<file path="src/design/mgmt_bank_pkg.sv">
/*
  Shared constants for the management register bank: geometry, per-register
  access masks, reset values and the pin-strapped field.
  Assumes a 16-bit data field per register and five-bit register addresses.
*/
package mgmt_bank_pkg;

  // ************************************************************
  // Geometry
  // ************************************************************
  localparam int REG_W = 16;
  localparam int ADDR_W = 5;
  localparam int PIN_N = 5;
  localparam logic [ADDR_W-1:0] RSVD_LO = 5'h09;
  localparam logic [ADDR_W-1:0] RSVD_HI = 5'h0F;
  localparam logic [REG_W-1:0] ABSENT_VAL = 16'hFFFF;

  // ************************************************************
  // Override control and pin-strapped field
  // ************************************************************
  localparam logic [ADDR_W-1:0] OVR_REG = 5'h10;
  localparam int OVR_BIT = 15;
  localparam logic [ADDR_W-1:0] PIN_REG = 5'h10;
  localparam int PIN_LSB = 0;
  localparam logic [REG_W-1:0] PIN_MASK = 16'h001F;

  // ************************************************************
  // Strap capture states, Gray coded along the path
  // ************************************************************
  typedef enum logic [1:0]
  {
    STRAP_WAIT = 2'b00,
    STRAP_LOAD = 2'b01,
    STRAP_DONE = 2'b11
  } strap_e;

  // ************************************************************
  // Per-register masks; index is the register address
  // ************************************************************
  function automatic logic [REG_W-1:0] ro_mask(input logic [ADDR_W-1:0] a);
    case (a)
      5'h00: ro_mask = 16'h007F;
      5'h01, 5'h02, 5'h03, 5'h05, 5'h06, 5'h08: ro_mask = 16'hFFFF;
      5'h10: ro_mask = 16'h801F;
      5'h11: ro_mask = 16'hFFFF;
      default: ro_mask = 16'h0000;
    endcase
  endfunction : ro_mask

  function automatic logic [REG_W-1:0] cw_mask(input logic [ADDR_W-1:0] a);
    case (a)
      5'h10: cw_mask = 16'h7000;
      5'h13: cw_mask = 16'h0300;
      default: cw_mask = 16'h0000;
    endcase
  endfunction : cw_mask

  function automatic logic [REG_W-1:0] w0_mask(input logic [ADDR_W-1:0] a);
    case (a)
      5'h12: w0_mask = 16'h8000;
      default: w0_mask = 16'h0000;
    endcase
  endfunction : w0_mask

  function automatic logic [REG_W-1:0] rst_val(input logic [ADDR_W-1:0] a);
    case (a)
      5'h00: rst_val = 16'h3000;
      5'h04: rst_val = 16'h01E1;
      5'h10: rst_val = 16'h0000;
      5'h12: rst_val = 16'h8000;
      default: rst_val = 16'h0000;
    endcase
  endfunction : rst_val

endpackage : mgmt_bank_pkg

</file>
<file path="src/design/mgmt_reg_access_policy.sv">
/*
  Management register bank with per-bit access policy and strapped defaults.
  Assumes a frame decoder on ref_clk issues one-cycle read and write strobes.
*/
// What this block does
// (RULE1) Read-only bits read back their value; writes to them are dropped.
// (RULE2) Protected bits always readable; writes ignored while override bit is zero.
// (RULE3) With override set, the next register write updates protected bits.
// (RULE4) Override bit clears itself once that next register write completes.
// (RULE5) Plain read/write bits store every write and read back unconditionally.
// (RULE6) Write-zero-only bits accept a zero; writing a one changes nothing.
// (RULE7) Reset loads every bit that has a default with that default.
// (RULE8) Pin-dependent bits take the level sampled on their pin at reset.
// (RULE9) Bits without a default need no particular reset level.
// (RULE10) The far side must leave reserved test bits at their defaults.
// (RULE11) Every register is sixteen bits, one frame data field wide.
`timescale 1ns/1ps
module mgmt_reg_access_policy
  import mgmt_bank_pkg::*;
#(
  parameter int NUM_REGS = 20
)
(
  input wire logic ref_clk,
  input wire logic arst_n,
  input wire logic ce,
  input wire logic rd_stb,
  input wire logic wr_stb,
  input wire logic [ADDR_W-1:0] reg_addr,
  input wire logic [REG_W-1:0] wr_data,
  input wire logic addr0_activity_led_pin,
  input wire logic addr1_collision_led_pin,
  input wire logic addr2_link_led_pin,
  input wire logic addr3_transmit_led_pin,
  input wire logic addr4_receive_led_pin,
  output logic [REG_W-1:0] rd_data_q,
  output logic rd_valid_q,
  output logic override_q,
  output logic strap_done_q,
  output logic [REG_W-1:0] ctrl_q,
  output logic [REG_W-1:0] ext_ctrl_q
);

  // ************************************************************
  // Pin synchronisers
  // ************************************************************
  logic [PIN_N-1:0] pin_raw;
  logic [PIN_N-1:0] s1_q;
  logic [PIN_N-1:0] s2_q;
  logic [PIN_N-1:0] s3_q;
  logic [2:0] fill_q;
  logic pins_settled;

  assign pin_raw = {addr4_receive_led_pin, addr3_transmit_led_pin, addr2_link_led_pin,
                    addr1_collision_led_pin, addr0_activity_led_pin};

  // Three stages; only the second and third are compared
  always_ff @(posedge ref_clk or negedge arst_n)
  begin
    if (!arst_n)
    begin
      s1_q <= '0;
      s2_q <= '0;
      s3_q <= '0;
      fill_q <= '0;
    end
    else if (ce)
    begin
      s1_q <= pin_raw;
      s2_q <= s1_q;
      s3_q <= s2_q;
      fill_q <= {fill_q[1:0], 1'b1};
    end
  end

  // The third stage holds reset zeros, not pins, until three edges have passed
  assign pins_settled = fill_q[2] && (s2_q == s3_q); // RULE8

  // ************************************************************
  // Strap capture after reset release
  // ************************************************************
  strap_e strap_q;

  // Pins are caught after release, never under the async reset itself
  always_ff @(posedge ref_clk or negedge arst_n)
  begin
    if (!arst_n)
      strap_q <= STRAP_WAIT;
    else if (ce)
    begin
      case (strap_q)
        STRAP_WAIT: if (pins_settled) strap_q <= STRAP_LOAD;
        STRAP_LOAD: strap_q <= STRAP_DONE;
        STRAP_DONE: strap_q <= STRAP_DONE;
        default: strap_q <= STRAP_WAIT;
      endcase
    end
  end

  always_ff @(posedge ref_clk or negedge arst_n)
  begin
    if (!arst_n)
      strap_done_q <= 1'b0;
    else if (ce && strap_q == STRAP_LOAD)
      strap_done_q <= 1'b1;
  end

  // ************************************************************
  // Access decode
  // ************************************************************
  logic [REG_W-1:0] bank_q [0:NUM_REGS-1];
  logic reg_exists;
  logic wr_go;
  logic rd_go;
  logic [REG_W-1:0] cur_val;
  logic [REG_W-1:0] keep_m;
  logic [REG_W-1:0] take_m;
  logic [REG_W-1:0] merged;

  // Absent and reserved addresses read all ones and swallow writes
  assign reg_exists = (32'(reg_addr) < NUM_REGS) && !(reg_addr >= RSVD_LO && reg_addr <= RSVD_HI);
  assign wr_go = ce && wr_stb && strap_done_q;
  assign rd_go = ce && rd_stb && strap_done_q;
  assign cur_val = reg_exists ? bank_q[reg_addr] : '0;

  // Per-bit merge of old contents and write data
  assign keep_m = ro_mask(reg_addr) | (cw_mask(reg_addr) & {REG_W{~override_q}}); // RULE1 RULE2
  assign take_m = ~(ro_mask(reg_addr) | cw_mask(reg_addr) | w0_mask(reg_addr))
                  | (cw_mask(reg_addr) & {REG_W{override_q}}); // RULE3 RULE5
  assign merged = (cur_val & keep_m) | (wr_data & take_m)
                  | (cur_val & wr_data & w0_mask(reg_addr)); // RULE6

  // ************************************************************
  // Register storage, one process per register
  // ************************************************************
  for (genvar gi = 0; gi < NUM_REGS; gi++)
  begin : g_reg
    localparam logic [ADDR_W-1:0] IDX = ADDR_W'(gi);
    // Bits with no default simply reset to zero; cheaper than a split flop
    always_ff @(posedge ref_clk or negedge arst_n)
    begin
      if (!arst_n)
        bank_q[gi] <= rst_val(IDX); // RULE7 RULE9
      else if (ce)
      begin
        if (strap_q == STRAP_LOAD && IDX == PIN_REG)
          bank_q[gi] <= (bank_q[gi] & ~PIN_MASK)
                        | ((REG_W'(s3_q) << PIN_LSB) & PIN_MASK); // RULE8
        else if (wr_go && reg_exists && reg_addr == IDX)
          bank_q[gi] <= merged; // RULE11
      end
    end
  end

  // ************************************************************
  // Command override bit
  // ************************************************************
  // Any completed write while armed disarms it, even one that sets it again
  always_ff @(posedge ref_clk or negedge arst_n)
  begin
    if (!arst_n)
      override_q <= 1'b0;
    else if (wr_go)
    begin
      if (override_q)
        override_q <= 1'b0; // RULE4
      else if (reg_addr == OVR_REG)
        override_q <= wr_data[OVR_BIT];
    end
  end

  // ************************************************************
  // Read port and mirrored outputs
  // ************************************************************
  always_ff @(posedge ref_clk or negedge arst_n)
  begin
    if (!arst_n)
    begin
      rd_data_q <= '0;
      rd_valid_q <= 1'b0;
    end
    else if (ce)
    begin
      rd_valid_q <= rd_go;
      if (rd_go)
        rd_data_q <= !reg_exists ? ABSENT_VAL
                   : (reg_addr == OVR_REG) ? (cur_val | (REG_W'(override_q) << OVR_BIT))
                   : cur_val; // RULE1 RULE2 RULE5
    end
  end

  assign ctrl_q = bank_q[0];
  assign ext_ctrl_q = bank_q[OVR_REG];

  // ************************************************************
  // Checking helpers and assertions
  // ************************************************************
  logic last_wr_q;
  logic last_ovr_q;
  logic [ADDR_W-1:0] last_addr_q;
  logic [REG_W-1:0] last_val_q;
  logic [REG_W-1:0] last_data_q;
  logic [REG_W-1:0] now_val;

  always_ff @(posedge ref_clk or negedge arst_n)
  begin
    if (!arst_n)
    begin
      last_wr_q <= 1'b0;
      last_ovr_q <= 1'b0;
      last_addr_q <= '0;
      last_val_q <= '0;
      last_data_q <= '0;
    end
    else if (ce)
    begin
      last_wr_q <= wr_go && reg_exists;
      last_ovr_q <= override_q;
      last_addr_q <= reg_addr;
      last_val_q <= cur_val;
      last_data_q <= wr_data;
    end
  end

  assign now_val = bank_q[last_addr_q];
endmodule : mgmt_reg_access_policy

</file>
<file path="config.mk">
export PLATFORM = sky130hd
export DESIGN_NAME = mgmt_reg_access_policy
export DESIGN_NICKNAME = d
export VERILOG_FILES = /design/src/design/mgmt_bank_pkg.sv /design/src/design/mgmt_reg_access_policy.sv
export SDC_FILE = /design/constraint.sdc
export NUM_CORES = 1
export LEC_CHECK = 0
export BUFFER_PORTS_ARGS = -buffer_cell sky130_fd_sc_hd__buf_4
export CAP_MARGIN = 20
export CORE_MARGIN = 4
export CORE_UTILIZATION = 36
export DETAILED_ROUTE_END_ITERATION = 6
export PLACE_DENSITY = 0.5
export SETUP_SLACK_MARGIN = 0.2
export SLEW_MARGIN = 15
export SYNTH_ARGS = -nofsm -noshare
export SYNTH_HDL_FRONTEND = slang
export SYNTH_SLANG_ARGS = --single-unit
</file>
<file path="constraint.sdc">
create_clock -name ref_clk -period 2.8 [get_ports ref_clk]
set_input_delay 0.56 -clock ref_clk [delete_from_list [all_inputs] [get_ports ref_clk]]
set_output_delay 0.56 -clock ref_clk [all_outputs]
set_load 0.005 [all_outputs]
</file>
==> impl_metrics.ini <==
[outcome]
status = finished clean

[floorplanning]
die_area_mm2 = 0.0485
dieWidth_um = 220
rows = 77
core_mm2 = 0.0444
start_util_pct = 36.5
chipHeight_um = 220
ioPinCount = 82

[min_path]
hp-class = primary input to async pin

[route]
wl_per_cell_um = 21.2
drc = 0
wirelength_mm = 45.7
dr.pass1.iters = 5
drt-initial-drc-count = 722
vias = 11024
final_antenna_net_count = 0
viasPerCell = 5.12

[cts]
cts_tree = done
h-tree-depth = 2
clk_path_buf_depth = 3
clk_latency_ns = 0.55
post_cts_buffers = 0
cts_root_buf = clkbuf_16
clk_pin_slew_ns = 0.06
cts.sinks = 359
cts-buffers-inserted = 41

[grt]
grt_overflow = 0
grt_max_degree = 72
track_usage_pct = 19.3
antenna_found_initial = 1
grt_pass1_wl_mm = 71.5
grt_pass1_vias = 11351

[worst_setup_path]
cp.arrival_ns = 2.91
cp_slowest_stage_delay_ns = 0.51
critical_path.cell_chain = buf_4 -> buf_12 -> buf_12 -> mux4_2 -> mux2i_1 -> o22ai_1 -> o2bb2ai_1 -> a22o_1 -> mux2_2
crit_top_cell = buf_12
setup.worst_path.start_class = primary input
r2r_slack_ns = 0.39
required_ns = 3.22
critical-path-slowest-cell = mux4_2
worstPathMaxFanout = 18
endpoint_kind = register
worst-setup-path-type = primary input to register

[cells_and_area]
areaGrowthSynthToFinish_pct = 19.9
regArea_mm2 = 0.00899
drive_above_1_share_pct = 28.2
fillCellCount = 4145
finish.utilization_pct = 43.8
multi_input_area_mm2 = 0.00639
fin_nets = 1566
antenna_cells_inserted = 0

[sta]
slew_violations = 0
max_slew.worst_pin.slew_ns = 0.799
rsz0062_at_grt = no
fin_ws_ns = 0.312
fin_crit_sh_pct = 88.9
finalHoldViolations = 0
fmax_mhz = 402
slew_headroom_pct = 46.8
fin_worst_skew_ns = 0.0180
setup_viol = 0
period_minus_slack_ns = 2.49

[yosys]
synth-seq-area-share_pct = 55.4
synth.area.top_cells = dfrtp_1, o21ai_0, mux4_2
synth_flop_cell = dfrtp_1
yosysTopAreaCellShare_pct = 54.1
syn_area_mm2 = 0.0162
synthArstFlopShare_pct = 100
ys_ff_latch = 359
synthesis.nets = 1470
synth_warnings = 0
synth-edff-count = 0
synth_top_area_cell = dfrtp_1
avgSynthCellArea_um2 = 11.3
synth_cells = 1435
synth_cell_types = 64

[placed_design]
hpwlAfterDp_mm = 32.7
numPortBuffers = 81
place.gp.congestion = 0.848
place_ws_ns = -0.403

[run]
drv_cap = 0

[power]
power_leakage_uw = 0.00894
power_density_mw_per_mm2 = 685
ir_drop_mv = 0.480
[critical path, delay by kind of cell]
family / cells / cell delay [ns]
buf+inv: 3 / 0.68
mux: 3 / 1.00
compound gates: 3 / 0.64
[layer usage]
layer	vias up	share of wire [%]	track usage [%]	routed length, µm
li1	5200	-	-	-
met1	5571	48	28.4	21800
met2	189	46	30.3	21100
met3	64	3.6	2.68	1660
met4	0	2.5	5.09	1120
met5	-	0	0	0
[cell type report]
class,instances,area share [%]
timing repair buffer,231,10.4
sequential,359,46.2
tap,592,3.81
multi-input combinational,889,32.8
clock buffer,68,6.36
clock inverter,6,0.193
inverter,9,0.212
[power breakdown]
part / internal [µW] / switching, µW / total [µW]
Combinational: 1020 / 1000 / 2030
Sequential: 5760 / 408 / 6170
Clock: 3010 / 2140 / 5140
Total: 9790 / 3550 / 13300
[cell usage after synthesis, drive strengths merged (3+ instances only)]
library cell	count
ha	4
nor3	3
a21oi	42
and3	10
a21boi	5
a22oi	28
nand3	7
nand2	253
dfstp	8
nor2b	7
and2	10
nand2b	5
buf	63
dfrtp	351
o31ai	5
nor2	36
a31oi	30
or2	3
a21o	5
o22ai	6
o21ai	223
clkbuf	115
inv	7
o21a	3
mux4	60
mux2i	52
xor2	3
mux2	65
[sequential cells by signal, indices dropped and copies added (netlist names), 2 cells and up]
signal / count
bank_q: 288
ctrl_q: 16
ext_ctrl_q: 16
fill_q: 3
rd_data_q: 16
s1_q: 5
s2_q: 5
s3_q: 5
strap_q: 2
[logic make-up after synthesis]
family / count (synthesis) / synth area share (%)
flip-flops: 359 / 55.4
buffers and inverters: 187 / 6.09
AO/OA/AOI/OAI: 359 / 12.6
multiplexers: 177 / 16.4
adder cells (fa/ha/maj): 4 / 0.308
XOR/XNOR: 5 / 0.270
AND/OR/NAND/NOR: 344 / 8.92
[path summary, 6_finish.rpt]
kind | startpoint | to | cells after the start
worst max register to register | ext_ctrl_q[0] | bank_q[144] | 6
worst min register to register | bank_q[165] | bank_q[165] | 0
min in group ref_clk | addr2_link_led_pin | s1_q[2] | 2
worst max-delay path | reg_addr[0] | ext_ctrl_q[7] | 9
worst min-delay path | arst_n | bank_q[149] | 1
max in group asynchronous | arst_n | bank_q[247] | 2
[timing repair]
item,4_1_cts,5_1_grt
endpoints found under the setup margin,25,41
hold endpoints to repair,0,0
resized for setup,3,6
hold buffers,0,0
[through the flow]
stage	hold slack (ns)	setup TNS (ns)	std cells	power, µW	area [µm²]
4_1_cts	0.0163	0	2154	13500	19400
3_3_place_gp	0.357	-32.20	2080	8250	18100
3_5_place_dp	0.361	-38.37	2080	8300	18100
6_report	0.00164	0	2154	13300	19500
5_1_grt	0.0389	0	2154	14000	19500
2_1_floorplan	0.264	0	1435	7340	16400
[cells in the final DEF (no fill, tap or decap), drive strengths merged, types with 7 or more instances in the layout]
cell type and count:
a22oi 28, dfrtp 351, nor2 36, nor2b 7, inv 9, buf 231
mux4 60, and3 10, a21oi 42, clkbuf 68, o21ai 223, dfstp 8
mux2 65, mux2i 52, a31oi 30, nand2 253, and2 10, nand3 7
(Power assumes the default switching activity.)
